===== src/verilog/tbx_pkg.sv =====
// Package for the bus exchanger controller: register map, fields, types
package tbx_pkg;
	localparam int unsigned DATA_W     = 16;
	localparam int unsigned FIFO_DEPTH = 16;
	localparam logic [7:0] ADDR_CTRL   = 8'h00;
	localparam logic [7:0] ADDR_STATUS = 8'h04;
	localparam logic [7:0] ADDR_WDATA  = 8'h08;
	localparam logic [7:0] ADDR_RDATA  = 8'h0c;
	localparam logic [7:0] ADDR_CMD    = 8'h10;
	localparam logic [7:0] ADDR_TIMING = 8'h14;
	localparam int unsigned CTRL_UPPER = 0;
	localparam int unsigned CTRL_LOWER = 1;
	localparam int unsigned CMD_OP_LSB = 0;
	localparam int unsigned CMD_EVEN   = 2;
	localparam logic [1:0] CMD_WRITE   = 2'h1;
	localparam logic [1:0] CMD_SINGLE  = 2'h2;
	localparam logic [1:0] CMD_PAIR    = 2'h3;
	localparam int unsigned STAT_BUSY  = 0;
	localparam int unsigned STAT_FULL  = 1;
	localparam int unsigned STAT_EMPTY = 2;
	localparam int unsigned STAT_WFULL = 3;
	localparam logic [1:0] CTRL_RESET  = 2'h3;
	localparam logic [3:0] TIMING_RESET = 4'h2;
	localparam logic [31:0] RDATA_UNMAPPED = 32'h0000_0000;

	typedef struct packed {
		logic [15:0] data;
		logic        oe;
		logic [15:0] in;
	} tbx_bus_t;

	typedef struct packed {
		logic port_sel;
		logic dir_sel;
		logic upper_byte_drive_n;
		logic lower_byte_drive_n;
		logic even_read_latch_en;
		logic odd_read_latch_en;
		logic even_write_latch_en;
		logic odd_write_latch_en;
	} tbx_ctl_t;
endpackage : tbx_pkg


===== src/verilog/tbx_fifo.sv =====
// Parameterised flip-flop FIFO with valid/ready on both sides
`timescale 1ns/100ps
module tbx_fifo #(
	parameter int unsigned WIDTH = 16,
	parameter int unsigned DEPTH = 16
) (
	input  wire logic             clock_i,
	input  wire logic             reset_i,
	input  wire logic [WIDTH-1:0] in_data_i,
	input  wire logic             in_valid_i,
	output logic                  in_ready_o,
	output logic [WIDTH-1:0]      out_data_o,
	output logic                  out_valid_o,
	input  wire logic             out_ready_i
);
	localparam int unsigned AW = $clog2(DEPTH);
	logic [WIDTH-1:0] mem [DEPTH];
	logic [AW-1:0]    wr_ptr;
	logic [AW-1:0]    rd_ptr;
	logic [AW:0]      count;
	logic             push;
	logic             pop;

	assign in_ready_o  = (count != (AW+1)'(DEPTH));
	assign out_valid_o = (count != '0);
	assign out_data_o  = mem[rd_ptr];
	assign push = in_valid_i && in_ready_o;
	assign pop  = out_valid_o && out_ready_i;

	always_ff @(posedge clock_i) begin
		if (push) begin
			mem[wr_ptr] <= in_data_i;
		end
	end

	always_ff @(posedge clock_i or posedge reset_i) begin
		if (reset_i) begin
			wr_ptr <= '0;
			rd_ptr <= '0;
			count  <= '0;
		end else begin
			if (push) begin
				wr_ptr <= (wr_ptr == AW'(DEPTH-1)) ? '0 : wr_ptr + 1'b1;
			end
			if (pop) begin
				rd_ptr <= (rd_ptr == AW'(DEPTH-1)) ? '0 : rd_ptr + 1'b1;
			end
			count <= count + (AW+1)'(push) - (AW+1)'(pop);
		end
	end
endmodule : tbx_fifo


===== src/verilog/tbx_ctrl.sv =====
// Controller that steers a three-port bus exchanger for CPU reads/writes
`timescale 1ns/100ps
module tbx_ctrl (
	input  wire logic        clock_i,
	input  wire logic        reset_i,
	input  wire logic        psel_i,
	input  wire logic        penable_i,
	input  wire logic        pwrite_i,
	input  wire logic [7:0]  paddr_i,
	input  wire logic [31:0] pwdata_i,
	output logic [31:0]      prdata_o,
	output logic             pready_o,
	output logic             pslverr_o,
	output logic             port_sel_o,
	output logic             dir_sel_o,
	output logic             upper_byte_drive_n_o,
	output logic             lower_byte_drive_n_o,
	output logic             even_read_latch_en_o,
	output logic             odd_read_latch_en_o,
	output logic             even_write_latch_en_o,
	output logic             odd_write_latch_en_o,
	input  wire logic [15:0] cpu_data_i,
	output logic [15:0]      cpu_data_o,
	output logic             cpu_data_oe_o
);
	// Pair reads walk open, capture, even word, odd word
	typedef enum logic [2:0] {
		ST_IDLE, ST_WRITE, ST_OPEN, ST_CAPTURE, ST_EVEN, ST_ODD
	} tbx_state_t;

	tbx_state_t         state;
	tbx_pkg::tbx_ctl_t  ctl;
	logic [1:0]         byte_ctrl;
	logic [3:0]         wait_cycles;
	logic [3:0]         wait_cnt;
	logic [15:0]        wdata;
	logic               wdata_full;
	logic [1:0]         cmd_op;
	logic               cmd_even;
	logic               cmd_go;
	logic [15:0]        cpu_s1;
	logic [15:0]        cpu_s2;
	logic [15:0]        fifo_in;
	logic               fifo_push;
	logic               fifo_ready;
	logic [15:0]        fifo_out;
	logic               fifo_valid;
	logic               fifo_pop;
	logic               acc;
	logic               wr_acc;
	logic               rd_acc;
	logic               busy;
	logic               wait_done;
	logic               take;
	logic [2:0]         take_pipe;
	logic               room;

	// Strobe decode for one register word
	function automatic logic reg_hit(input logic strobe,
		input logic [7:0] addr, input logic [7:0] target);
		return strobe && (addr == target);
	endfunction : reg_hit

	assign acc    = psel_i && penable_i;
	assign wr_acc = acc && pwrite_i;
	assign rd_acc = acc && !pwrite_i;
	assign pready_o  = 1'b1;
	assign pslverr_o = 1'b0;
	// Busy spans words in flight, so idle status means RDATA holds them
	assign busy      = (state != ST_IDLE) || (take_pipe != '0);
	assign wait_done = (wait_cnt == '0);
	// One word in flight at most, so a delayed push never meets a full FIFO
	assign room      = fifo_ready && (take_pipe == '0);
	// Commands during a transfer are dropped, not queued
	assign cmd_go   = reg_hit(wr_acc, paddr_i, tbx_pkg::ADDR_CMD) && !busy;
	assign fifo_pop = reg_hit(rd_acc, paddr_i, tbx_pkg::ADDR_RDATA);

	// Pin input from the CPU bus, two stages before use
	always_ff @(posedge clock_i or posedge reset_i) begin
		if (reset_i) begin
			cpu_s1 <= '0;
			cpu_s2 <= '0;
		end else begin
			cpu_s1 <= cpu_data_i;
			cpu_s2 <= cpu_s1;
		end
	end

	// Software registers
	always_ff @(posedge clock_i or posedge reset_i) begin
		if (reset_i) begin
			byte_ctrl   <= tbx_pkg::CTRL_RESET;
			wait_cycles <= tbx_pkg::TIMING_RESET;
			wdata       <= '0;
			wdata_full  <= 1'b0;
		end else begin
			if (reg_hit(wr_acc, paddr_i, tbx_pkg::ADDR_CTRL)) begin
				byte_ctrl <= pwdata_i[1:0];
			end
			if (reg_hit(wr_acc, paddr_i, tbx_pkg::ADDR_TIMING)) begin
				wait_cycles <= pwdata_i[3:0];
			end
			if (reg_hit(wr_acc, paddr_i, tbx_pkg::ADDR_WDATA)) begin
				wdata      <= pwdata_i[15:0];
				wdata_full <= 1'b1;
			end else if (state == ST_WRITE && wait_done) begin
				wdata_full <= 1'b0;
			end
		end
	end

	// Loaded in setup, so the access phase needs no wait state
	always_ff @(posedge clock_i or posedge reset_i) begin
		if (reset_i) begin
			prdata_o <= tbx_pkg::RDATA_UNMAPPED;
		end else if (psel_i && !penable_i && !pwrite_i) begin
			unique case (paddr_i)
				tbx_pkg::ADDR_CTRL:   prdata_o <= {30'h0, byte_ctrl};
				tbx_pkg::ADDR_TIMING: prdata_o <= {28'h0, wait_cycles};
				tbx_pkg::ADDR_WDATA:  prdata_o <= {16'h0, wdata};
				tbx_pkg::ADDR_RDATA:  prdata_o <= {16'h0, fifo_out};
				tbx_pkg::ADDR_STATUS: prdata_o <= {28'h0, wdata_full,
					!fifo_valid, !fifo_ready, busy};
				default:              prdata_o <= tbx_pkg::RDATA_UNMAPPED;
			endcase
		end
	end

	// Sequencer
	always_ff @(posedge clock_i or posedge reset_i) begin
		if (reset_i) begin
			state    <= ST_IDLE;
			cmd_op   <= '0;
			cmd_even <= 1'b0;
			wait_cnt <= '0;
		end else begin
			if (wait_cnt != '0) begin
				wait_cnt <= wait_cnt - 4'h1;
			end
			unique case (state)
				ST_IDLE: begin
					if (cmd_go) begin
						cmd_op   <= pwdata_i[tbx_pkg::CMD_OP_LSB +: 2];
						cmd_even <= pwdata_i[tbx_pkg::CMD_EVEN];
						wait_cnt <= wait_cycles;
						unique case (pwdata_i[tbx_pkg::CMD_OP_LSB +: 2])
							tbx_pkg::CMD_WRITE:  state <= ST_WRITE;
							tbx_pkg::CMD_SINGLE: state <= ST_OPEN;
							tbx_pkg::CMD_PAIR:   state <= ST_OPEN;
							default:             state <= ST_IDLE;
						endcase
					end
				end
				ST_WRITE: begin
					if (wait_done) begin
						state <= ST_IDLE;
					end
				end
				ST_OPEN: begin
					// A full FIFO keeps the drive phase open
					if (wait_done && room) begin
						state <= (cmd_op == tbx_pkg::CMD_PAIR) ? ST_CAPTURE
							: ST_IDLE;
					end
				end
				ST_CAPTURE: state <= ST_EVEN;
				ST_EVEN: begin
					if (room) begin
						state    <= ST_ODD;
						wait_cnt <= wait_cycles;
					end
				end
				ST_ODD: begin
					// Odd word also waits for the even one to land
					if (wait_done && room) begin
						state <= ST_IDLE;
					end
				end
			endcase
		end
	end

	// Steering outputs, one flop stage
	always_comb begin
		ctl = '0;
		ctl.even_write_latch_en = 1'b1;
		ctl.odd_write_latch_en  = 1'b1;
		ctl.upper_byte_drive_n  = 1'b1;
		ctl.lower_byte_drive_n  = 1'b1;
		ctl.even_read_latch_en  = 1'b1;
		ctl.odd_read_latch_en   = 1'b1;
		ctl.port_sel = cmd_even;
		unique case (state)
			ST_IDLE: ;
			ST_WRITE, ST_OPEN: begin
				ctl.dir_sel = (state == ST_WRITE);
				ctl.upper_byte_drive_n = !byte_ctrl[tbx_pkg::CTRL_UPPER];
				ctl.lower_byte_drive_n = !byte_ctrl[tbx_pkg::CTRL_LOWER];
			end
			ST_CAPTURE, ST_EVEN, ST_ODD: begin
				// Shared enable falls for both ports together
				ctl.even_read_latch_en = 1'b0;
				ctl.odd_read_latch_en  = 1'b0;
				ctl.port_sel = (state != ST_ODD);
				ctl.upper_byte_drive_n = (state == ST_CAPTURE)
					|| !byte_ctrl[tbx_pkg::CTRL_UPPER];
				ctl.lower_byte_drive_n = (state == ST_CAPTURE)
					|| !byte_ctrl[tbx_pkg::CTRL_LOWER];
			end
		endcase
	end

	always_ff @(posedge clock_i or posedge reset_i) begin
		if (reset_i) begin
			port_sel_o            <= 1'b1;
			dir_sel_o             <= 1'b0;
			upper_byte_drive_n_o  <= 1'b1;
			lower_byte_drive_n_o  <= 1'b1;
			even_read_latch_en_o  <= 1'b1;
			odd_read_latch_en_o   <= 1'b1;
			even_write_latch_en_o <= 1'b1;
			odd_write_latch_en_o  <= 1'b1;
		end else begin
			port_sel_o            <= ctl.port_sel;
			dir_sel_o             <= ctl.dir_sel;
			upper_byte_drive_n_o  <= ctl.upper_byte_drive_n;
			lower_byte_drive_n_o  <= ctl.lower_byte_drive_n;
			even_read_latch_en_o  <= ctl.even_read_latch_en;
			odd_read_latch_en_o   <= ctl.odd_read_latch_en;
			even_write_latch_en_o <= ctl.even_write_latch_en;
			odd_write_latch_en_o  <= ctl.odd_write_latch_en;
		end
	end

	// CPU-side driver: only during writes, else released
	// Data follows WDATA each cycle; only the enable gates the bus
	always_ff @(posedge clock_i or posedge reset_i) begin
		if (reset_i) begin
			cpu_data_o    <= '0;
			cpu_data_oe_o <= 1'b0;
		end else begin
			cpu_data_o    <= wdata;
			cpu_data_oe_o <= (state == ST_WRITE);
		end
	end

	// Cycle whose bus value becomes a FIFO word
	always_comb begin
		take = 1'b0;
		unique case (state)
			ST_OPEN: take = wait_done && room
				&& cmd_op == tbx_pkg::CMD_SINGLE;
			ST_EVEN: take = room;
			ST_ODD:  take = wait_done && room;
			default: take = 1'b0;
		endcase
	end

	// A word reaches cpu_s2 three edges after its cycle: one for the
	// steering flops, two for the synchroniser; the push waits as long
	always_ff @(posedge clock_i or posedge reset_i) begin
		if (reset_i) begin
			take_pipe <= '0;
		end else begin
			take_pipe <= {take_pipe[1:0], take};
		end
	end

	assign fifo_in   = cpu_s2;
	assign fifo_push = take_pipe[2];

	tbx_fifo #(
		.WIDTH (tbx_pkg::DATA_W),
		.DEPTH (tbx_pkg::FIFO_DEPTH)
	) u_fifo (
		.clock_i     (clock_i),
		.reset_i     (reset_i),
		.in_data_i   (fifo_in),
		.in_valid_i  (fifo_push),
		.in_ready_o  (fifo_ready),
		.out_data_o  (fifo_out),
		.out_valid_o (fifo_valid),
		.out_ready_i (fifo_pop)
	);
endmodule : tbx_ctrl


===== config.mk =====
export PLATFORM = sky130hd
export DESIGN_NAME = tbx_ctrl
export DESIGN_NICKNAME = d
export VERILOG_FILES = /design/src/verilog/tbx_pkg.sv /design/src/verilog/tbx_fifo.sv /design/src/verilog/tbx_ctrl.sv
export SDC_FILE = /design/constraint.sdc
export NUM_CORES = 1
export LEC_CHECK = 0
export BUFFER_PORTS_ARGS = -buffer_cell sky130_fd_sc_hd__buf_4
export CORE_AREA = 2 2 155 157
export DETAILED_ROUTE_END_ITERATION = 10
export DIE_AREA = 0 0 157 159
export PLACE_DENSITY = 0.85
export SYNTH_ARGS = -nofsm -noshare
export SYNTH_HDL_FRONTEND = slang
export SYNTH_SLANG_ARGS = --single-unit

===== constraint.sdc =====
create_clock -name clock_i -period 10.3 [get_ports clock_i]
set_input_delay 0.515 -clock clock_i [delete_from_list [all_inputs] [get_ports clock_i]]
set_output_delay 0.515 -clock clock_i [all_outputs]
set_load 0.005 [all_outputs]

==> results.toml, run 1 <==
[timing]
holdWs_ns = 0.0438
min_period_over_period_pct = 29.4
finalClockSkew_ns = 0.0153
fin_crit_ns = 3.03
maxSlewHeadroom_pct = 21.7
max_freq_mhz = 330
rsz0062_at_grt = "false"
finalMaxSlewViolations = 0
tns_ns = 0
worst_slack_ns = 7.27
setup_viol = 0
finalHoldViolations = 0
worst_slew_pin_slew_ns = 1.17

[yosys]
synth_common_cells = "256 x edfxtp_1, 111 x dfrtp_1, 64 x mux4_2, 42 x nand2_1, 29 x mux2_2"
yosys.area.top_type = "edfxtp_1"
synth_seq_area_share_pct = 72.5
ys.flop_type = "edfxtp_1"
synthTopCellsByArea = "edfxtp_1 52%, dfrtp_1 19%, mux4_2 9.8%"
yosys_register_bits = 374
ys_types = 61
netlist_instances = 815
syn_avg_cell_area_um2 = 18.0
syn-cell-area_mm2 = 0.0147
yosysMostFrequentCell = "edfxtp_1"
synth_edf_count = 256
yosysTopAreaCellShare_pct = 52.3
ys_warn_count = 0
ys_async_sr_fraction_pct = 31.6

[routing]
routed_wl_um = 30900
drc = 0
num_vias = 7768
first_iter_violations = 1003
firstDrtPassIters = 5
antenna_left = 0
via_per_inst = 6.19
wl_per_cell_um = 24.7

[die]
std_cell_rows = 56
die_w_um = 157
start_util_pct = 63.4
core_area_mm2 = 0.0232
die-area_mm2 = 0.0250
ios = 120
die_h_um = 159

[clock_tree]
cts-htree-levels = 2
cts_sinks = 374
cts_resized = 0
path_clk_slew_ns = 0.06
root_buffer = "clkbuf_16"
cts_buffers = 38
worstSkewPairLatency_ns = 0.53
cts_tree = "done"
cts_max_path_buffers = 3
cts_setup_buffers = 0
hold_buffers = 0

[setup_path]
worst_setup_path_end_kind = "flip-flop"
crit_required_ns = 10.71
arrival_ns = 3.45
reg2reg_depth = 5
crit_type = "in2reg"
critical_path.max_fanout = 5
cp-start-kind = "input pin"

[layout]
num-nets-final = 980
n_fill_cell = 1279
diodes = 0
fin_util_pct = 72.6
area_growth_pct = 14.7
drive_above_1_share_pct = 29.6

[grt]
globalRouteTotalUtil_pct = 25.6
antenna_found_initial = 0
grt_pass1_vias = 7859
grt_overflow_total = 0
grt_pass1_wl_um = 47300
grt_max_degree = 77

[run]
drv_cap = 0

[power_and_ir_drop]
p_total_uw = 3130
cellPowerDensity_mw_per_mm2 = 186
power.leakage_uw = 0.00615
ir_worst_vdd_mv = 0.112

[hold_path]
hold_path_class = "in2async"

[placement]
gp_congestion = 0.844
place_ws_ns = 6.79
post-dp-hpwl_um = 17400
port-buffer-count = 83

[outcome]
status = "complete, no violations"
## logic make-up (layout without fill, tap and decap cells)
kind of cell / count (synthesis) / count (layout) / share of synthesized area [%]
AOI/OAI and AO/OA: 76 / 76 / 3.58
xor gates and xnor gates: 8 / 8 / 0.477
buffers and inverters: 79 / 181 / 2.74
muxes: 122 / 122 / 14.3
other: 2 / 20 / 0.0511
and+or+nand+nor: 141 / 141 / 5.17
adders and majority gates: 13 / 13 / 1.16
DFF: 374 / 374 / 72.5
## sequential cells by signal, summed over array words and instances (netlist names), 2 cells and up
name and count:
byte_ctrl 2, cmd_op 2, cpu_data_o 16, cpu_s1 16, cpu_s2 16, prdata_o 16
state 3, take_pipe 3, u_fifo.count 5, u_fifo.mem 256, u_fifo.rd_ptr 4, u_fifo.wr_ptr 4
wait_cnt 4, wait_cycles 4, wdata 16
## worst paths after layout
path	slack [ns]	from	endpoint
worst max-delay path	7.27	paddr_i[1]	u_fifo.count[4]
worst min-delay path	0.04	reset_i	wdata[6]
worst max register to register	7.32	u_fifo.rd_ptr[0]	prdata_o[2]
worst min register to register	0.35	cpu_s1[2]	cpu_s2[2]
max in group asynchronous	8.80	reset_i	u_fifo.rd_ptr[0]
min in group clock_i	0.09	cpu_data_i[15]	cpu_s1[15]
## through the flow
stage / std cells / cell area, um2
5_1_grt: 1254 / 16800
2_1_floorplan: 833 / 14800
3_3_place_gp: 1185 / 15600
4_1_cts: 1254 / 16800
6_report: 1254 / 16800
3_5_place_dp: 1185 / 15600
## placed cells by master, fill, tap and decap left out, drive strengths merged, types with 2 or more instances in the layout
master / n
mux2: 39
a32o: 2
o21ai: 11
buf: 91
a21oi: 9
nor2: 22
a211o: 3
a21boi: 2
clkbuf: 52
clkinv: 15
o211ai: 12
bufinv: 2
dfrtp: 111
a22oi: 6
nor2b: 10
nor3b: 2
nand2b: 2
mux4: 64
xnor2: 7
nand2: 43
a21o: 3
edfxtp: 256
nor4b: 2
nor3: 10
a22o: 2
and2: 18
a31oi: 15
inv: 20
or3: 3
ha: 12
and3: 3
conb: 20
nand4: 5
dfstp: 7
mux2i: 19
nor4: 5
a32oi: 2
nand3: 11
## layout make-up
type / instances / area, um2 / share of cell area (%)
Timing Repair Buffer: 91 / 683 / 4.05
Clock buffer: 52 / 1090 / 6.45
Multi-Input combinational cell: 380 / 3790 / 22.5
Sequential cell: 374 / 10700 / 63.2
Clock inverter: 17 / 155 / 0.921
Inverter: 21 / 81.3 / 0.483
Tap cell: 319 / 399 / 2.37
## worst max-delay path, cell delays in order
cell and delay [ns]:
buf_4 0.11, or4_4 0.56, nor4_4 0.32, nand4_1 0.31, inv_1 0.25, ha_1 0.27
inv_1 0.07, ha_1 0.15, inv_1 0.06, fa_1 0.42, inv_1 0.07, a21oi_1 0.06
nor2_1 0.09, nor2_1 0.06, xnor2_1 0.11
## power breakdown
group / internal, uW / total [uW] / switching [uW] / leakage (uW)
Combinational: 54.8 / 111 / 55.8 / 0.00173
Sequential: 1630 / 1660 / 29.5 / 0.00382
Clock: 793 / 1360 / 566 / 0.000604
Total: 2480 / 3130 / 651 / 0.00615
## layer usage
| metal | global-route usage [%] | wire (um) | share of wire, % | vias up |
|---|---|---|---|---|
| li1 | - | - | - | 3293 |
| met1 | 36.3 | 12500 | 40 | 3950 |
| met2 | 40.9 | 15200 | 49 | 446 |
| met3 | 4.38 | 2290 | 7.4 | 79 |
| met4 | 9.01 | 1020 | 3.3 | 0 |
| met5 | 0 | 0 | 0 | - |
Power figures use the tool's default switching activity.
==> run 2: changes to the inputs <==
Settings changed: CORE_AREA 2 2 155 157 to 2 2 168 170, DIE_AREA 0 0 157 159 to 0 0 170 172, PLACE_DENSITY 0.85 to 0.77.
Clock period 10.3 ns to 2.7 ns, I/O delays scaled along.
==> run 2 against run 1 <==
Count of clock-buffer cells in the layout is 2 higher. Wire length shrank 6.3%. Global-route usage decreased by 5.2 points. Critical endpoint unchanged. Largest power group unchanged. Highest routed layer unchanged.
==> results.toml, run 2 (synthesized netlist as in run 1, its figures left out) <==
[setup_path]
crit_chain = "inv_1, ha_1, nand3_1, nand4_1, inv_1, ha_1, inv_1, ha_1, inv_1, fa_1, inv_1, a21oi_1, nor2_1, nor2_1, xnor2_1"
worst_setup_path_end_kind = "flip-flop"
slowest_stage = "fa_1"
crit_type = "reg2reg"
cpMostUsedCell = "inv_1"
arrival_ns = 2.89
cp-start-kind = "flip-flop"
slowest_delay_ns = 0.44
reg2reg_depth = 15
crit_required_ns = 3.10
critical_path.max_fanout = 2

[clock_tree]
cts_max_path_buffers = 3
path_clk_slew_ns = 0.06
cts-htree-levels = 2
worstSkewPairLatency_ns = 0.53
root_buffer = "clkbuf_16"
cts_buffers = 39
cts_sinks = 374
cts_tree = "done"
cts_setup_buffers = 0

[timing]
finalHoldViolations = 0
worst_slew_pin_slew_ns = 0.735
fin_crit_ns = 2.48
max_freq_mhz = 403
finalMaxSlewViolations = 0
rsz0062_at_grt = "false"
setup_viol = 0
min_period_over_period_pct = 92.0
finalClockSkew_ns = 0.0129
maxSlewHeadroom_pct = 51.0
tns_ns = 0

[outcome]
status = "complete, no violations"

[placement]
port-buffer-count = 83
placed_area_mm2 = 0.0159
gp_congestion = 0.838
post-dp-hpwl_um = 18000

[power_and_ir_drop]
comb_power_share_pct = 4.1
power.leakage_uw = 0.00645
p_int_uw = 9480
seqPwrFrac_pct = 53.2
pwr-share-clk_pct = 42.7
p_total_uw = 11900
ir_worst_vdd_mv = 0.465
p_switching_uw = 2430
swShare_pct = 20.4
cellPowerDensity_mw_per_mm2 = 683

[die]
die_h_um = 172
core_area_mm2 = 0.0275
die-area_mm2 = 0.0292
std_cell_rows = 61
start_util_pct = 53.5
ios = 120
die_w_um = 170

[routing]
routed_wl_um = 29000
wl_per_cell_um = 21.5
wl_met1_um = 12200
top_layer_used = "met4"
wl_met2_um = 14100
drc = 0
firstDrtPassIters = 5
wl_met3_um = 2140
first_iter_violations = 670
via_per_inst = 5.74
antenna_left = 0
num_vias = 7720

[hold_path]
hold_path_class = "in2reg"
min_path_cells = 4

[grt]
globalRouteTotalUtil_pct = 20.4
grt_overflow_total = 0
grt_pass1_vias = 7698
grt_pass1_wl_um = 44800
antenna_found_initial = 0
grt_max_degree = 60

[layout]
drive_above_1_share_pct = 29.8
num-nets-final = 1044
regMostFlops = "u_fifo.mem"
n_fill_cell = 1853
area_growth_pct = 18.7
layout_common_cells = "256 x edfxtp_1, 116 x buf_4, 109 x dfrtp_1"
fin_area_mm2 = 0.0174
diodes = 0
layout_commonest_cell = "edfxtp_1"
largest_reg_flops = 256

[run]
drv_cap = 0
## run 2: cell count changes in the layout (fill, tap and decap cells not counted), moves of 5 or more
cell	previous run	this run
buf_12	0	5
buf_4	91	116
clkbuf_1	8	14
dlygate4sd3_1	0	33
## run 2: critical path, delay by kind of cell, from the launching register on
family | cells | cell delay [ns]
AO/OA/AOI/OAI | 1 | 0.06
XOR/XNOR | 1 | 0.11
adder cells (fa/ha/maj) | 4 | 1.07
buffers and inverters | 5 | 0.37
flip-flops | 1 | 0.38
AND/OR/NAND/NOR | 4 | 0.38
## run 2: path summary, 6_finish.rpt
check	start	to	slack, ns
worst max-delay path	u_fifo.count[2]	u_fifo.count[4]	0.22
worst min-delay path	penable_i	prdata_o[0]	0.08
worst max register to register	u_fifo.count[2]	u_fifo.count[4]	0.22
worst min register to register	cpu_s1[13]	cpu_s2[13]	0.35
max in group asynchronous	reset_i	cpu_data_o[7]	1.93
min in group asynchronous	reset_i	wait_cycles[0]	0.16
## run 2: repair_timing
| item | CTS | global route |
|---|---|---|
| hold endpoints to repair | 158 | 0 |
| hold buffers | 33 | 0 |
| setup endpoints to repair | 0 | 1 |
| resized for setup | 0 | 1 |
## run 2: metrics by stage
stage	std cells	worst slack, ns	util [%]	hold slack [ns]
final	1346	0.217	63.5	0.0841
after CTS	1346	0.137	63.5	0.0647
after detailed placement	1242	-0.106	57.8	0.131
after global routing	1346	0.00790	63.5	0.0823
after global placement	1242	-0.0245	57.8	0.124
after floorplan	833	-0.200	-	0.166
## run 2: area by class of cell
cell class / instances / area (um2) / share of cell area [%]
clock inverter: 17 / 178 / 1.02
timing repair buffer: 154 / 1300 / 7.46
sequential: 374 / 10700 / 61.1
multi-input combinational: 380 / 3760 / 21.5
clock buffer: 54 / 1040 / 5.97
inverter: 21 / 82.6 / 0.473
tap: 346 / 433 / 2.48
## run 2: power by group through the flow
stage	logic (uW)	registers [uW]	clock network, uW
4_1_cts	494	6340	5210
3_3_place_gp	441	6440	0
5_1_grt	553	6350	5410
3_5_place_dp	457	6450	0
6_report	487	6340	5090
2_1_floorplan	329	6410	0
## run 2: routing by layer
metal / global-route usage [%] / vias up
li1: - / 3424
met1: 28.4 / 3902
met2: 33.6 / 350
met3: 3.73 / 44
met4: 5.83 / 0
met5: 0 / -
